<file path="config.mk">
export PLATFORM = sky130hd
export DESIGN_NAME = oact_regs
export DESIGN_NICKNAME = d
export VERILOG_FILES = /design/src/design/oact_pkg.sv /design/src/design/oact_pin_sync.sv /design/src/design/oact_regs.sv
export VERILOG_INCLUDE_DIRS = /design/src /design/src/design
export SDC_FILE = /design/constraint.sdc
export NUM_CORES = 1
export LEC_CHECK = 0
export BUFFER_PORTS_ARGS = -buffer_cell sky130_fd_sc_hd__buf_2
export CAP_MARGIN = 20
export CORE_ASPECT_RATIO = 0.9
export CORE_MARGIN = 2
export CORE_UTILIZATION = 30
export CTS_BUF_LIST = sky130_fd_sc_hd__clkbuf_4 sky130_fd_sc_hd__clkbuf_8 sky130_fd_sc_hd__clkbuf_16
export DETAILED_ROUTE_END_ITERATION = 8
export GPL_ROUTABILITY_DRIVEN = 0
export PLACE_DENSITY = 0.56
export RECOVER_POWER = 100
export SLEW_MARGIN = 20
export SYNTH_ARGS = -nofsm -noshare
export SYNTH_HDL_FRONTEND = slang
export SYNTH_SLANG_ARGS = --single-unit
export TNS_END_PERCENT = 100
</file>
<file path="constraint.sdc">
create_clock -name clk -period 1.9 [get_ports clk]
set_input_delay 0.285 -clock clk [delete_from_list [all_inputs] [get_ports clk]]
set_output_delay 0.285 -clock clk [all_outputs]
set_load 0.005 [all_outputs]
</file>
<file path="src/design/oact_cfg.svh">
`ifndef OACT_CFG_SVH
`define OACT_CFG_SVH

`define OACT_ADDR_W          4
`define OACT_OFS_AMP0_CTRL   4'h0
`define OACT_OFS_AMP1_CTRL   4'h4
`define OACT_OFS_AMP0_TRIM   4'h8
`define OACT_OFS_AMP1_TRIM   4'hc

`define OACT_CTRL_EN_BIT     6
`define OACT_CTRL_STAT_BIT   5
`define OACT_CTRL_BW_LSB     0
`define OACT_TRIM_CAL_BIT    7
`define OACT_TRIM_REF_BIT    6
`define OACT_TRIM_VAL_LSB    0

`define OACT_CTRL_RST        8'h00
`define OACT_TRIM_RST        8'h20
`define OACT_CTRL_WMASK      8'h43

`define OACT_RESP_OKAY       2'b00
`define OACT_RESP_SLVERR     2'b10

`endif

</file>
<file path="src/design/oact_pkg.sv">
`default_nettype none
package oact_pkg;

  typedef enum logic [1:0] {
    OACT_BW_5K   = 2'h0,
    OACT_BW_40K  = 2'h1,
    OACT_BW_600K = 2'h2,
    OACT_BW_2M   = 2'h3
  } oact_bw_e;

  typedef struct packed {
    logic     enable;
    oact_bw_e bandwidth_sel;
    logic     cal_mode;
    logic     cal_ref_sel;
    logic [5:0] offset_trim_value;
  } oact_amp_cfg_s;

  typedef struct packed {
    logic [3:0]  addr;
    logic [31:0] data;
    logic [3:0]  strb;
  } oact_wreq_s;

  typedef enum logic [2:0] {
    OACT_ST_IDLE = 3'b001,
    OACT_ST_RESP = 3'b010,
    OACT_ST_HOLD = 3'b100
  } oact_wst_e;

endpackage
`default_nettype wire

</file>
<file path="src/design/oact_pin_sync.sv">
`default_nettype none
module oact_pin_sync (
  input  wire logic clk,
  input  wire logic rst_n,
  input  wire logic pin_in,
  output var  logic level_out
);
  logic s1_q;
  logic s2_q;
  logic s3_q;

  always_ff @(posedge clk or negedge rst_n) begin
    if (!rst_n) begin
      s1_q <= 1'b0;
      s2_q <= 1'b0;
      s3_q <= 1'b0;
    end else begin
      s1_q <= pin_in;
      s2_q <= s1_q;
      s3_q <= s2_q;
    end
  end

  // Accept a change only once two late stages agree
  always_ff @(posedge clk or negedge rst_n) begin
    if (!rst_n) begin
      level_out <= 1'b0;
    end else if (s2_q == s3_q) begin
      level_out <= s3_q;
    end
  end
endmodule // oact_pin_sync
`default_nettype wire

</file>
<file path="src/design/oact_regs.sv">
`include "oact_cfg.svh"
`default_nettype none

// Notes on behaviour
// With calibration mode set, an amplifier's read-only status bit returns its comparator output level.
// With calibration mode clear, the status bit reads as a constant low.
// The second amplifier's status bit is gated by its own calibration mode in the same way.
// Bit 6 of each control register is the read/write amplifier enable, 1 enabling it.
// Bits 1 to 0 of each control register select bandwidth 5kHz, 40kHz, 600kHz or 2MHz.
// Bit 7 of each trim register puts the amplifier in offset calibration mode when 1.
// Bit 6 of each trim register selects the inverting input (0) or non-inverting input (1) as reference.
// Bits 5 to 0 of each trim register hold a read/write six-bit offset trim value.
// Writes to read-only or unimplemented bits do nothing, and unimplemented bits read as zero.
module oact_regs (
  input  wire logic                  clk,
  input  wire logic                  rst_n,
  input  wire logic [3:0]            s_axi_awaddr,
  input  wire logic                  s_axi_awvalid,
  output logic                       s_axi_awready,
  input  wire logic [31:0]           s_axi_wdata,
  input  wire logic [3:0]            s_axi_wstrb,
  input  wire logic                  s_axi_wvalid,
  output logic                       s_axi_wready,
  output var  logic [1:0]            s_axi_bresp,
  output var  logic                  s_axi_bvalid,
  input  wire logic                  s_axi_bready,
  input  wire logic [3:0]            s_axi_araddr,
  input  wire logic                  s_axi_arvalid,
  output logic                       s_axi_arready,
  output var  logic [31:0]           s_axi_rdata,
  output var  logic [1:0]            s_axi_rresp,
  output var  logic                  s_axi_rvalid,
  input  wire logic                  s_axi_rready,
  input  wire logic                  amp0_comp_out,
  input  wire logic                  amp1_comp_out,
  output var  oact_pkg::oact_amp_cfg_s amp0_cfg,
  output var  oact_pkg::oact_amp_cfg_s amp1_cfg
);
  import oact_pkg::*;

  logic [7:0] ctrl_q [2];
  logic [7:0] trim_q [2];
  logic [1:0] comp_lvl;
  logic       aw_held_q;
  logic       w_held_q;
  logic [3:0] aw_addr_q;
  logic [7:0] w_data_q;
  logic       w_strb0_q;
  logic       aw_take;
  logic       w_take;
  logic       wr_fire;
  logic [3:0] wr_addr;
  logic [7:0] wr_data;
  logic       wr_strb0;
  logic [7:0] rd_byte;
  logic       rd_hit;
  logic [1:0] comp_raw;

  assign comp_raw = {amp1_comp_out, amp0_comp_out};

  genvar gi;
  generate
    for (gi = 0; gi < 2; gi++) begin : g_sync
      oact_pin_sync u_sync (
        .clk       (clk),
        .rst_n     (rst_n),
        .pin_in    (comp_raw[gi]),
        .level_out (comp_lvl[gi])
      );
    end
  endgenerate

  function automatic logic addr_hit(input logic [3:0] a);
    addr_hit = (a == `OACT_OFS_AMP0_CTRL) || (a == `OACT_OFS_AMP1_CTRL) ||
               (a == `OACT_OFS_AMP0_TRIM) || (a == `OACT_OFS_AMP1_TRIM);
  endfunction

  // Write channel: address and data accepted in either order
  assign s_axi_awready = !aw_held_q && !s_axi_bvalid;
  assign s_axi_wready  = !w_held_q && !s_axi_bvalid;
  assign aw_take       = s_axi_awvalid && s_axi_awready;
  assign w_take        = s_axi_wvalid && s_axi_wready;
  assign wr_addr       = aw_held_q ? aw_addr_q : s_axi_awaddr;
  assign wr_data       = w_held_q ? w_data_q : s_axi_wdata[7:0];
  assign wr_strb0      = w_held_q ? w_strb0_q : s_axi_wstrb[0];
  assign wr_fire       = (aw_held_q || aw_take) && (w_held_q || w_take);

  always_ff @(posedge clk or negedge rst_n) begin
    if (!rst_n) begin
      aw_held_q <= 1'b0;
      aw_addr_q <= 4'h0;
    end else if (wr_fire) begin
      aw_held_q <= 1'b0;
    end else if (aw_take) begin
      aw_held_q <= 1'b1;
      aw_addr_q <= s_axi_awaddr;
    end
  end

  always_ff @(posedge clk or negedge rst_n) begin
    if (!rst_n) begin
      w_held_q  <= 1'b0;
      w_data_q  <= 8'h00;
      w_strb0_q <= 1'b0;
    end else if (wr_fire) begin
      w_held_q <= 1'b0;
    end else if (w_take) begin
      w_held_q  <= 1'b1;
      w_data_q  <= s_axi_wdata[7:0];
      w_strb0_q <= s_axi_wstrb[0];
    end
  end

  always_ff @(posedge clk or negedge rst_n) begin
    if (!rst_n) begin
      s_axi_bvalid <= 1'b0;
      s_axi_bresp  <= `OACT_RESP_OKAY;
    end else if (wr_fire) begin
      s_axi_bvalid <= 1'b1;
      s_axi_bresp  <= addr_hit(wr_addr) ? `OACT_RESP_OKAY : `OACT_RESP_SLVERR;
    end else if (s_axi_bready) begin
      s_axi_bvalid <= 1'b0;
    end
  end

  // Control registers keep only enable and bandwidth; status is never stored
  always_ff @(posedge clk or negedge rst_n) begin
    if (!rst_n) begin
      ctrl_q[0] <= `OACT_CTRL_RST;
      ctrl_q[1] <= `OACT_CTRL_RST;
    end else if (wr_fire && wr_strb0) begin
      if (wr_addr == `OACT_OFS_AMP0_CTRL) begin
        ctrl_q[0] <= wr_data & `OACT_CTRL_WMASK;
      end
      if (wr_addr == `OACT_OFS_AMP1_CTRL) begin
        ctrl_q[1] <= wr_data & `OACT_CTRL_WMASK;
      end
    end
  end

  always_ff @(posedge clk or negedge rst_n) begin
    if (!rst_n) begin
      trim_q[0] <= `OACT_TRIM_RST;
      trim_q[1] <= `OACT_TRIM_RST;
    end else if (wr_fire && wr_strb0) begin
      if (wr_addr == `OACT_OFS_AMP0_TRIM) begin
        trim_q[0] <= wr_data;
      end
      if (wr_addr == `OACT_OFS_AMP1_TRIM) begin
        trim_q[1] <= wr_data;
      end
    end
  end

  // Status bit gated by each amplifier's own calibration mode
  function automatic logic [7:0] ctrl_view(input int unsigned idx);
    logic [7:0] v;
    v = ctrl_q[idx] & `OACT_CTRL_WMASK;
    v[`OACT_CTRL_STAT_BIT] = trim_q[idx][`OACT_TRIM_CAL_BIT] & comp_lvl[idx];
    ctrl_view = v;
  endfunction

  always_comb begin
    rd_hit  = 1'b1;
    case (s_axi_araddr)
      `OACT_OFS_AMP0_CTRL: rd_byte = ctrl_view(0);
      `OACT_OFS_AMP1_CTRL: rd_byte = ctrl_view(1);
      `OACT_OFS_AMP0_TRIM: rd_byte = trim_q[0];
      `OACT_OFS_AMP1_TRIM: rd_byte = trim_q[1];
      default: begin
        rd_byte = 8'h00;
        rd_hit  = 1'b0;
      end
    endcase
  end

  assign s_axi_arready = !s_axi_rvalid;

  always_ff @(posedge clk or negedge rst_n) begin
    if (!rst_n) begin
      s_axi_rvalid <= 1'b0;
      s_axi_rdata  <= 32'h0000_0000;
      s_axi_rresp  <= `OACT_RESP_OKAY;
    end else if (s_axi_arvalid && s_axi_arready) begin
      s_axi_rvalid <= 1'b1;
      s_axi_rdata  <= {24'h00_0000, rd_byte};
      s_axi_rresp  <= rd_hit ? `OACT_RESP_OKAY : `OACT_RESP_SLVERR;
    end else if (s_axi_rready) begin
      s_axi_rvalid <= 1'b0;
    end
  end

  // Analog-facing configuration, straight from the registers
  always_comb begin
    amp0_cfg.enable            = ctrl_q[0][`OACT_CTRL_EN_BIT];
    amp0_cfg.bandwidth_sel     = oact_bw_e'(ctrl_q[0][`OACT_CTRL_BW_LSB +: 2]);
    amp0_cfg.cal_mode          = trim_q[0][`OACT_TRIM_CAL_BIT];
    amp0_cfg.cal_ref_sel       = trim_q[0][`OACT_TRIM_REF_BIT];
    amp0_cfg.offset_trim_value = trim_q[0][`OACT_TRIM_VAL_LSB +: 6];
    amp1_cfg.enable            = ctrl_q[1][`OACT_CTRL_EN_BIT];
    amp1_cfg.bandwidth_sel     = oact_bw_e'(ctrl_q[1][`OACT_CTRL_BW_LSB +: 2]);
    amp1_cfg.cal_mode          = trim_q[1][`OACT_TRIM_CAL_BIT];
    amp1_cfg.cal_ref_sel       = trim_q[1][`OACT_TRIM_REF_BIT];
    amp1_cfg.offset_trim_value = trim_q[1][`OACT_TRIM_VAL_LSB +: 6];
  end
endmodule // oact_regs
`default_nettype wire

</file>
**Word level (Yosys, flattened, before mapping)**

Cells that the tools add are included.
Widths: inputs -> output; s select.

- Register bits: 59
- Word-level logic and storage cells: 77
- Output and inout port bits: 63

- Reduce and logical (&&, ||, !) cells: 29
- Bitwise operators: 3
- Muxes and demuxes: 15
- Eq/ne operators: 8

Operators by type and width:

| cell | number |
|---|---|
| $pmux 8 s4 | 1 |
| $eq 4x4->1 const B | 4 |
| $reduce_and 2->1 | 6 |
| $mux 1 | 10 |
| $eq 4x3->1 const B | 2 |
| $logic_not 4->1 | 2 |
| $mux 8 | 1 |
| $reduce_bool 2->1 | 4 |
| $logic_and 1x1->1 | 7 |
| $logic_or 1x1->1 | 5 |
| $logic_not 1->1 | 4 |
| $mux 2 | 2 |
| $mux 4 | 1 |
| $reduce_or 4->1 | 1 |
| $and 1x1->1 | 2 |
| $eq 1x1->1 | 2 |
| $not 1->1 | 1 |

**Logic depth before layout (Yosys ltp)**

Gate-level depths: netlist (run 1).

- Word-level depth: 7
- Mapped depth: 6
- Depth with buffers taken out: 4

**Modules after synthesis**

Synthesis (run 1) repeated with hierarchy kept, for this count alone.

- Cell total of the unflattened synthesis: 202
- Area, all modules: 2656.3 µm²

By module, submodules not included:

| module | times used | cells each | area each (µm²) | sequential area each (µm²) |
|---|---|---|---|---|
| oact_regs | 1 | 192 | 2433.6 | 1228.7 |
| oact_pin_sync | 2 | 5 | 111.4 | 100.1 |

**Least setup slack after synthesis (run 1)**

OpenSTA, ideal clock, no wires.

- Path type: register to register
- Start: register s_axi_bvalid
- End: register trim_q, in the netlist amp0_cfg[0]
- Stages on the path, launching flop included: 6
- Period minus slack after synthesis: 1746 ps
- Path slack: 154 ps
- Data required time: 1775 ps
- Buffers on the path: 1
- Arrival time: 1621 ps
- Cells stage by stage: dfrtp_1 > nor2b_1 > o22ai_1 > or3_1 > buf_6 > mux2_4

- Cells in the longest elaborated chain, start to end: 7
- Elaborated cells between the ends (all ways): 10

Ends and longest elaborated chain:

| what | line | RTL |
|---|---|---|
| start, declared | oact_regs.sv:25 | `output var logic s_axi_bvalid,` |
| start signal, assigned | oact_regs.sv:116 | `s_axi_bvalid <= 1'b0;` |
| start signal, assigned | oact_regs.sv:119 | `s_axi_bvalid <= 1'b1;` |
| start signal, assigned | oact_regs.sv:122 | `s_axi_bvalid <= 1'b0;` |
| $logic_not 1->1 (*) | oact_regs.sv:79, oact_regs.sv:80 |  |
| $logic_and 1x1->1 (on tied branches) | oact_regs.sv:79, oact_regs.sv:80 |  |
| $logic_and 1x1->1 (on tied branches) | oact_regs.sv:81, oact_regs.sv:82 |  |
| $logic_or 1x1->1 | oact_regs.sv:86 | `assign wr_fire = (aw_held_q \|\| aw_take) && (w_held_q \|\| w_take);` |
| $logic_and 1x1->1 (*) | oact_regs.sv:86 |  |
| $logic_and 1x1->1 (*) | oact_regs.sv:145 | `end else if (wr_fire && wr_strb0) begin` |
| $reduce_and 2->1 (no source line) (*) | -- |  |
| end, declared | oact_regs.sv:42 | `logic [7:0] trim_q [2];` |

Mark *: on every way between the ends. The rest lies on a longest branch, timed or not.
A chain may end at the register's enable or synchronous reset.

**Worst setup path after layout (run 1)**

- Start: register aw_addr_q[0]
- End: register trim_q, in the netlist amp0_cfg[1]

- Cells in the longest elaborated chain, start to end: 3

Ends and longest elaborated chain:

| what | line | RTL |
|---|---|---|
| start, declared | oact_regs.sv:46 | `logic [3:0] aw_addr_q;` |
| start signal, assigned | oact_regs.sv:96 | `aw_addr_q <= s_axi_awaddr;` |
| $mux 4 | oact_regs.sv:83 | `assign wr_addr = aw_held_q ? aw_addr_q : s_axi_awaddr;` |
| $eq 4x4->1 (no source line) | -- |  |
| $reduce_and 2->1 (no source line) | -- |  |

Every way passes these cells.

==> flow_metrics.env, run 1 <==
export IMPL_core_rowCount=32
export IMPL_rsz0062_at_grt="false"
export IMPL_drcViolationCount=0
export IMPL_fin_setup_tns_ps=0
export IMPL_final_common_cell="dfrtp_1"
export IMPL_diodes=0
export IMPL_dp_slack_ps=49.2
export IMPL_leakage_nw=1.55
export IMPL_finalMaxSlewViolations=0
export IMPL_worstPathMaxFanout=8
export IMPL_drt_iter0_markers=39
export IMPL_synth_edf_count=0
export IMPL_seqCellArea_um2=1430
export IMPL_grt_pass1_wl_um=8640
export IMPL_vias=1739
export IMPL_max_freq_ghz=0.565
export IMPL_ys_ff_latch=57
export IMPL_io_pins=116
export IMPL_start_util_pct=30.9
export IMPL_chipHeight_um=93.4
export IMPL_drive_gt1_share_pct=40.6
export IMPL_die_w_um=103
export IMPL_routed_wl_um=5510
export IMPL_syn_to_final_growth_pct=21.7
export IMPL_max_stage_delay_ps=380
export IMPL_fin_crit_ps=1770
export IMPL_syn_inst=203
export IMPL_status="finished, final reports clean"
export IMPL_clkLatencyLatePin_ps=340
export IMPL_worst_slack_ps=131
export IMPL_crit_type="reg -> reg"
export IMPL_cts_clk_slew_worst_paths_ps=60
export IMPL_async_reset_ff_share_pct=100
export IMPL_layout_cells_non_filler=407
export IMPL_timing_critical_path_from_type="register"
export IMPL_worst_path_max_delay_cell="dfrtp_1"
export IMPL_grt_pass1_vias=1672
export IMPL_dp_cells=390
export IMPL_fp_coreArea_um2=8610
export IMPL_mostFrequentLayoutCells="55 x dfrtp_1, 38 x buf_2, 35 x mux2_2"
export IMPL_grt_overflow_total=0
export IMPL_finalHoldViolations=0
export IMPL_viasPerCell=4.27
export IMPL_cts_htree_levels=3
export IMPL_nets=336
export IMPL_numCtsBuffers=9
export IMPL_hold_slack_ps=50.3
export IMPL_clock_skew_final_ps=8.59
export IMPL_synth_area_leader_cell="dfrtp_1"
export IMPL_grt_start_max_net_pins=30
export IMPL_cts_setup_buffers=0
export IMPL_synthTopCellsByArea="dfrtp_1 52%, mux2_2 15%, buf_4 7.3%"
export IMPL_avgSynthCellArea_um2=13.1
export IMPL_slew_headroom_pct=44.1
export IMPL_finalSetupViolations=0
export IMPL_grtUsageTotal_pct=12.2
export IMPL_ff2ff_setup_slack_ps=130
export IMPL_min_delay_path_class="in -> reg"
export IMPL_multi_input_area_um2=1090
export IMPL_hpwl_um=4210
export IMPL_post_route_period_util_pct=93.1
export IMPL_worstPathCellList="nor3b_2 > o21ai_2 > or3_1 > clkbuf_4 > mux2_4"
export IMPL_synth_ff_type="dfrtp_1"
export IMPL_cp_arrival_ps=1990
export IMPL_fin_area_um2=3240
export IMPL_max_vdd_ir_drop_v=0.000461
export IMPL_antenna_found_initial=0
export IMPL_clk_path_buf_depth=2
export IMPL_ys_seq_area_share_pct=53.6
export IMPL_tritoncts="built"
export IMPL_critPathRequiredTime_ps=2120
export IMPL_ant_nets=0
export IMPL_first_pass_iters=4
export IMPL_die_area_um2=9650
export IMPL_powerDensity_nw_per_um2=1320
export IMPL_synth_cell_types=36
export IMPL_num_fill_cells=880
export IMPL_io_buffers=62
export IMPL_clkSinkCount=57
export IMPL_synth_cell_area_um2=2660
export IMPL_cap_violations=0
export IMPL_wl_per_cell_um=13.5
export IMPL_synth_top_area_share_pct=51.7
export IMPL_place_area_um2=3110
export IMPL_worst_pin_slew_ps=839
export IMPL_clockRootBuffer="clkbuf_8"
export IMPL_yosysWarnings=0
export IMPL_crit_path_end_kind="register"
## power by group
group          switching, mW  internal, mW  total, mW
clock                  0.472         0.517      0.989
sequential             0.314          1.64       1.96
combinational          0.585         0.764       1.35
## critical path: cells and delay by family (launching register included)
kind | cells | cell delay [ps]
AO/OA/AOI/OAI | 1 | 130
AND/OR/NAND/NOR | 2 | 610
multiplexers | 1 | 320
buffers and inverters | 1 | 230
flip-flops | 1 | 380
## worst paths after layout
| check | startpoint | cells past startpoint | to |
|---|---|---|---|
| worst max-delay path | aw_addr_q[0]$_DFFE_PN0P_ | 5 | amp0_cfg[1]$_DFFE_PN0P_ |
| max in group asynchronous | rst_n | 3 | aw_addr_q[3]$_DFFE_PN0P_ |
| worst min-delay path | amp0_comp_out | 1 | g_sync[0].u_sync.s1_q$_DFF_PN0_ |
| worst max register to register | aw_addr_q[0]$_DFFE_PN0P_ | 5 | amp0_cfg[1]$_DFFE_PN0P_ |
| worst min register to register | g_sync[1].u_sync.s1_q$_DFF_PN0_ | 0 | g_sync[1].u_sync.s2_q$_DFF_PN0_ |
| min in group asynchronous | rst_n | 2 | amp0_cfg[7]$_DFFE_PN0P_ |
## routing by layer
| layer | track usage [%] | vias to the layer above | wire [um] | share of wire [%] |
|---|---|---|---|---|
| met5 | 0 | - | 0 | 0 |
| met1 | 16.6 | 833 | 2660 | 48 |
| li1 | - | 831 | - | - |
| met2 | 17.8 | 65 | 2400 | 44 |
| met3 | 3.59 | 10 | 335 | 6.1 |
| met4 | 5.92 | 0 | 114 | 2.1 |
## repair_timing
item | CTS | global route
hold buffers | 1 | 0
gates resized for setup | 0 | 3
hold endpoints to repair | 13 | 0
endpoints found under the setup margin | 0 | 9
## layout make-up
type | count | area share [%]
Sequential cell | 57 | 44.1
Multi-Input combinational cell | 135 | 33.6
Timing Repair Buffer | 76 | 11.8
Tap cell | 119 | 4.59
Clock buffer | 11 | 4.48
Clock inverter | 5 | 0.965
Inverter | 4 | 0.463
## Yosys cell counts, drive strengths merged (2+ instances only)
| cell type | instances |
|---|---|
| a21oi | 2 |
| a22o | 3 |
| a32oi | 2 |
| buf | 30 |
| clkbuf | 2 |
| dfrtp | 55 |
| dfstp | 2 |
| inv | 4 |
| maj3 | 2 |
| mux2 | 43 |
| mux2i | 5 |
| mux4 | 3 |
| nand2 | 11 |
| nor2 | 7 |
| nor2b | 3 |
| nor3 | 5 |
| o21ai | 6 |
| o31ai | 5 |
| or3 | 2 |
## logic make-up (layout without fill, tap and decap cells)
group,count (synthesis),in the layout,share of synthesized area (%)
buffers and inverters,36,96,9.11
multiplexers,51,51,23.7
other,1,26,0.141
AO/OA/AOI/OAI,22,22,5.83
flip-flops,57,57,53.6
adder cells (fa/ha/maj),2,2,0.752
AND/OR/NAND/NOR,34,34,6.81
## state kept, by name, indices dropped and copies added, names as in the netlist
name,cells
s_axi_bresp,1
g_sync.u_sync.s2_q,2
amp1_cfg,11
w_held_q,1
s_axi_rresp,1
g_sync.u_sync.s1_q,2
aw_addr_q,4
s_axi_rvalid,1
aw_held_q,1
w_strb0_q,1
w_data_q,8
g_sync.u_sync.level_out,2
s_axi_bvalid,1
g_sync.u_sync.s3_q,2
s_axi_rdata,8
amp0_cfg,11
## metrics by stage
step                      util (%)  total power, mW
after floorplan                  -             2.80
after global placement        36.1             3.37
after detailed placement      36.1             3.41
after CTS                     38.3             4.44
after global routing          37.7             4.61
final                         37.7             4.29
Note: power is estimated with default switching activity, not from simulation.
==> inputs of run 2 (changes only) <==
- MAX_ROUTING_LAYER: default -> met4
- SKIP_LAST_GASP: default -> 1
==> run 2 against run 1 <==
Net effect: critical endpoint unchanged; flip-flop and latch count did not move; final cell count unchanged; setup slack better by 1.6 ps; largest power group unchanged; die area stayed put; largest cell class unchanged.
==> flow_metrics.env, run 2 (synthesis gave the netlist of run 1 again) <==
export IMPL_wl_per_cell_um=13.6
export IMPL_io_buffers=62
export IMPL_crit_family="simple AND/OR/NAND/NOR gates"
export IMPL_status="finished, final reports clean"
export IMPL_swShare_pct=31.9
export IMPL_drive_gt1_share_pct=40.6
export IMPL_seqPwrFrac_pct=45.5
export IMPL_crit_buf_inv=1
export IMPL_worstPathCellList="nor3b_2 > o21ai_2 > or3_1 > clkbuf_4 > mux2_4"
export IMPL_num_fill_cells=880
export IMPL_clkSinkCount=57
export IMPL_clk_path_buf_depth=2
export IMPL_die_area_um2=9650
export IMPL_crit_path_end_kind="register"
export IMPL_grt_start_max_net_pins=30
export IMPL_nets=336
export IMPL_routed_wl_um=5520
export IMPL_cap_violations=0
export IMPL_leakage_nw=1.55
export IMPL_max_stage_delay_ps=380
export IMPL_first_pass_iters=4
export IMPL_hpwl_um=4210
export IMPL_numCtsBuffers=9
export IMPL_dp_cells=390
export IMPL_dp_slack_ps=49.2
export IMPL_worst_pin_slew_ps=839
export IMPL_power_mw=4.30
export IMPL_layout_cells_non_filler=407
export IMPL_critPathRequiredTime_ps=2120
export IMPL_viasPerCell=4.27
export IMPL_grt_pass1_vias=1677
export IMPL_start_util_pct=30.9
export IMPL_grt_overflow_total=0
export IMPL_finalMaxSlewViolations=0
export IMPL_grtUsageTotal_pct=12.6
export IMPL_clock_skew_final_ps=8.17
export IMPL_clockRootBuffer="clkbuf_8"
export IMPL_fin_crit_ps=1770
export IMPL_ant_nets=0
export IMPL_p_clk_share_pct=23.1
export IMPL_antenna_found_initial=0
export IMPL_worst_path_max_delay_cell="dfrtp_1"
export IMPL_clkLatencyLatePin_ps=340
export IMPL_mostFrequentLayoutCells="55 x dfrtp_1, 38 x buf_2, 35 x mux2_2"
export IMPL_max_vdd_ir_drop_v=0.000460
export IMPL_fp_coreArea_um2=8610
export IMPL_syn_to_final_growth_pct=21.7
export IMPL_cts_setup_buffers=0
export IMPL_p_sw_mw=1.37
export IMPL_drcViolationCount=0
export IMPL_diodes=0
export IMPL_slew_headroom_pct=44.1
export IMPL_p_int_mw=2.92
export IMPL_rsz0062_at_grt="false"
export IMPL_power_frac_comb_pct=31.4
export IMPL_powerDensity_nw_per_um2=1330
export IMPL_chipHeight_um=93.4
export IMPL_vias=1739
export IMPL_final_common_cell="dfrtp_1"
export IMPL_cts_htree_levels=3
export IMPL_crit_type="reg -> reg"
export IMPL_finalSetupViolations=0
export IMPL_tritoncts="built"
export IMPL_die_w_um=103
export IMPL_worst_slack_ps=132
export IMPL_worstPathMaxFanout=8
export IMPL_post_route_period_util_pct=93.0
export IMPL_cts_clk_slew_worst_paths_ps=60
export IMPL_fin_setup_tns_ps=0
export IMPL_drt_iter0_markers=39
export IMPL_min_delay_path_class="in -> reg"
export IMPL_max_freq_ghz=0.566
export IMPL_grt_pass1_wl_um=8670
export IMPL_finalHoldViolations=0
export IMPL_core_rowCount=32
export IMPL_io_pins=116
export IMPL_timing_critical_path_from_type="register"
export IMPL_cp_arrival_ps=1990
[run 2: cell counts in the layout (fill, tap and decap cells not counted)]
Identical to the previous run, type by type.
[run 2: worst paths after layout]
kind	end	start	slack, ps	depth (start not counted)
setup / recovery	amp0_cfg[1]$_DFFE_PN0P_	aw_addr_q[0]$_DFFE_PN0P_	130	5
setup reg to reg	amp0_cfg[1]$_DFFE_PN0P_	aw_addr_q[0]$_DFFE_PN0P_	130	5
hold / removal	g_sync[0].u_sync.s1_q$_DFF_PN0_	amp0_comp_out	50	1
min in group asynchronous	amp0_cfg[7]$_DFFE_PN0P_	rst_n	560	2
max in group asynchronous	aw_addr_q[3]$_DFFE_PN0P_	rst_n	330	3
hold reg to reg	g_sync[1].u_sync.s2_q$_DFF_PN0_	g_sync[1].u_sync.s1_q$_DFF_PN0_	350	0
[run 2: final cells by class]
type,instances,area (um2),share of cell area [%]
Sequential cell,57,1430,44.1
Multi-Input combinational cell,135,1090,33.6
Timing Repair Buffer,76,383,11.8
Tap cell,119,149,4.59
Clock buffer,11,145,4.48
Clock inverter,5,31.3,0.965
Inverter,4,15.0,0.463
[run 2: timing repair]
item | 4_1_cts | 5_1_grt
hold endpoints to repair | 13 | 0
hold buffers | 1 | 0
resized for setup | 0 | 3
setup endpoints to repair | 0 | 10
[run 2: per-layer routing]
layer  part of all wire, %  up-vias  track usage [%]  wire length, um
met4                   1.4        0             5.92               79
met1                    48      833             16.7             2670
met5                     0        -                -                0
li1                      -      831                -                -
met3                   6.0        8             3.66              331
met2                    44       67             17.8             2440
[run 2: stage by stage]
| stage | instance area [um2] | hold WS (ps) | utilization (%) |
|---|---|---|---|
| 6_report | 3240 | 48.3 | 37.7 |
| 5_1_grt | 3240 | 26.4 | 37.7 |
| 4_1_cts | 3300 | 25.2 | 38.3 |
| 3_5_place_dp | 3110 | 229 | 36.1 |
| 3_3_place_gp | 3110 | 233 | 36.1 |
| 2_1_floorplan | 2760 | -10.6 | - |
[run 2: power groups by stage]
stage	Combinational (mW)	Sequential, mW	Clock (mW)
2_1_floorplan	0.871	1.93	0
3_3_place_gp	1.41	1.96	0
3_5_place_dp	1.43	1.98	0
4_1_cts	1.44	1.96	1.04
5_1_grt	1.50	2.02	1.09
6_report	1.35	1.96	0.991
==> inputs of run 3 (changes only) <==
- CTS_BUF_LIST: sky130_fd_sc_hd__clkbuf_4 sky130_fd_sc_hd__clkbuf_8 sky130_fd_sc_hd__clkbuf_16 -> default
- PLACE_DENSITY: 0.56 -> 0.58
- clock period: 1.9 -> 1.4 ns (I/O delays scaled with it)
==> run 3 against run 2 <==
Net effect: the flow now finishes with violations (setup timing); final cell count up 3.7%; power up 53%; maximum frequency up 5.7%; critical endpoint is now amp0_cfg[9]$_DFFE_PN0P_; highest routed layer unchanged.
==> flow_metrics.env, run 3 (synthesis gave the netlist of run 1 again) <==
export IMPL_grt_start_max_net_pins=32
export IMPL_core_rowCount=32
export IMPL_r2r_cells=6
export IMPL_post_route_period_util_pct=119
export IMPL_antenna_found_initial=0
export IMPL_hpwl_um=4400
export IMPL_rr_endpoint="amp0_cfg[9]$_DFFE_PN0P_"
export IMPL_hold_path_end="s_axi_bvalid$_DFFE_PN0P_"
export IMPL_mostFrequentLayoutCells="54 x dfrtp_1, 43 x buf_2, 26 x mux2_2, 26 x conb_1, 23 x clkbuf_1"
export IMPL_whs_path_depth=2
export IMPL_worstPathCellList="buf_6 > buf_4 > nor3_2 > a21oi_1 > or3_4 > mux2_2"
export IMPL_cts_htree_levels=3
export IMPL_chipHeight_um=93.4
export IMPL_first_pass_iters=4
export IMPL_io_buffers=62
export IMPL_critPathRequiredTime_ps=1620
export IMPL_max_freq_ghz=0.598
export IMPL_place_area_um2=3190
export IMPL_final_common_cell="dfrtp_1"
export IMPL_num_fill_cells=850
export IMPL_drt_iter0_markers=33
export IMPL_ff2ff_setup_slack_ps=-270
export IMPL_crit_type="reg -> reg"
export IMPL_max_stage_delay_ps=450
export IMPL_grt_pass1_wl_um=9480
export IMPL_r2r_start="aw_held_q$_DFFE_PN0P_"
export IMPL_io_pins=116
export IMPL_clock_skew_final_ps=9.60
export IMPL_wl_per_cell_um=13.9
export IMPL_finalHoldViolations=0
export IMPL_fp_coreArea_um2=8610
export IMPL_cts_clk_slew_worst_paths_ps=70
export IMPL_max_vdd_ir_drop_v=0.00110
export IMPL_worst_pin_slew_ps=749
export IMPL_multi_input_area_um2=1210
export IMPL_slew_headroom_pct=50.0
export IMPL_dp_slack_ps=-339
export IMPL_clockRootBuffer="clkbuf_8"
export IMPL_timing_critical_path_from_type="register"
export IMPL_drive_gt1_share_pct=48.2
export IMPL_violations="setup timing"
export IMPL_tritoncts="built"
export IMPL_fin_crit_ps=1670
export IMPL_rsz0062_at_grt="true"
export IMPL_syn_to_final_growth_pct=32.9
export IMPL_grt_overflow_total=0
export IMPL_vias=1782
export IMPL_seqCellArea_um2=1430
export IMPL_finalMaxSlewViolations=0
export IMPL_drcViolationCount=0
export IMPL_finalSetupViolations=37
export IMPL_powerDensity_nw_per_um2=1850
export IMPL_min_delay_path_class="in -> reg"
export IMPL_worst_slack_ps=-273
export IMPL_cap_violations=0
export IMPL_clkSinkCount=57
export IMPL_status="finished, violations left"
export IMPL_cp_arrival_ps=1890
export IMPL_diodes=0
export IMPL_grt_pass1_vias=1786
export IMPL_routed_wl_um=5850
export IMPL_nets=351
export IMPL_leakage_nw=1.69
export IMPL_clk_path_buf_depth=2
export IMPL_die_w_um=103
export IMPL_grtUsageTotal_pct=13.9
export IMPL_ant_nets=0
export IMPL_fin_area_um2=3540
export IMPL_viasPerCell=4.22
export IMPL_numCtsBuffers=9
export IMPL_worstPathMaxFanout=5
export IMPL_die_area_um2=9650
export IMPL_clkLatencyLatePin_ps=340
export IMPL_start_util_pct=30.9
export IMPL_hold_start="s_axi_bready"
export IMPL_crit_path_end_kind="register"
export IMPL_worst_path_max_delay_cell="dfrtp_2"
[run 3: area by class of cell]
class | instances | share of cell area (%)
clock buffers | 10 | 3.89
clock inverters | 6 | 1.87
inverters | 4 | 0.424
multi-input cells | 135 | 34.1
flip-flops and latches | 57 | 40.4
well taps | 119 | 4.21
repair buffers | 91 | 15.1
[run 3: layer usage]
metal	wire, um	share of wire, %	vias up	global-route usage, %
met5	0	0	-	-
met4	44	0.75	0	3.95
met3	353	6.0	4	5.31
met2	2660	45	68	20.3
met1	2790	48	844	18.2
li1	-	-	866	-
[run 3: repair_timing]
item                                    in CTS  in global routing
endpoints found under the setup margin      35                 37
pin swaps                                    7                  5
setup buffers                                6                  3
resized for setup                           19                 11
hold endpoints to repair                    58                  0
hold buffers                                 3                  0
[run 3: how the worst max path moves through the flow]
stage                                   startpoint                      end  slack [ps]  depth (start not counted)
after detailed placement     aw_held_q$_DFFE_PN0P_  amp1_cfg[4]$_DFFE_PN0P_        -340                          6
after CTS                    aw_held_q$_DFFE_PN0P_  amp1_cfg[4]$_DFFE_PN0P_        -280                          6
after global placement    aw_addr_q[0]$_DFFE_PN0P_  amp0_cfg[7]$_DFFE_PN0P_        -270                          5
final                        aw_held_q$_DFFE_PN0P_  amp0_cfg[9]$_DFFE_PN0P_        -270                          6
after global routing         aw_held_q$_DFFE_PN0P_  amp1_cfg[4]$_DFFE_PN0P_        -330                          6
after floorplan              aw_held_q$_DFFE_PN0P_  amp0_cfg[0]$_DFFE_PN0P_        -270                          5
[run 3: metrics by stage]
step	hold slack, ps	std cells	power, mW	util (%)	TNS (ps)
after floorplan	-85.6	228	3.86	-	-4750
after global placement	23.7	397	4.77	37.1	-6670
after detailed placement	23.8	397	4.82	37.1	-7870
after CTS	27.6	421	6.63	41.1	-6690
after global routing	48.5	422	7.03	41.1	-9790
final	44.6	422	6.57	41.1	-6650
[run 3: power breakdown]
| group | switching, mW | internal (mW) | total [mW] |
|---|---|---|---|
| Clock | 0.690 | 0.872 | 1.56 |
| Sequential | 0.456 | 2.23 | 2.69 |
| Combinational | 0.942 | 1.37 | 2.31 |
| Total | 2.09 | 4.48 | 6.57 |
[run 3: critical path: cells and delay by family, from the launching register on]
family | cells | cell delay (ps)
AND/OR/NAND/NOR | 2 | 500
flip-flops | 1 | 450
multiplexers | 1 | 280
buffers and inverters | 2 | 270
AO/OA/AOI/OAI | 1 | 60
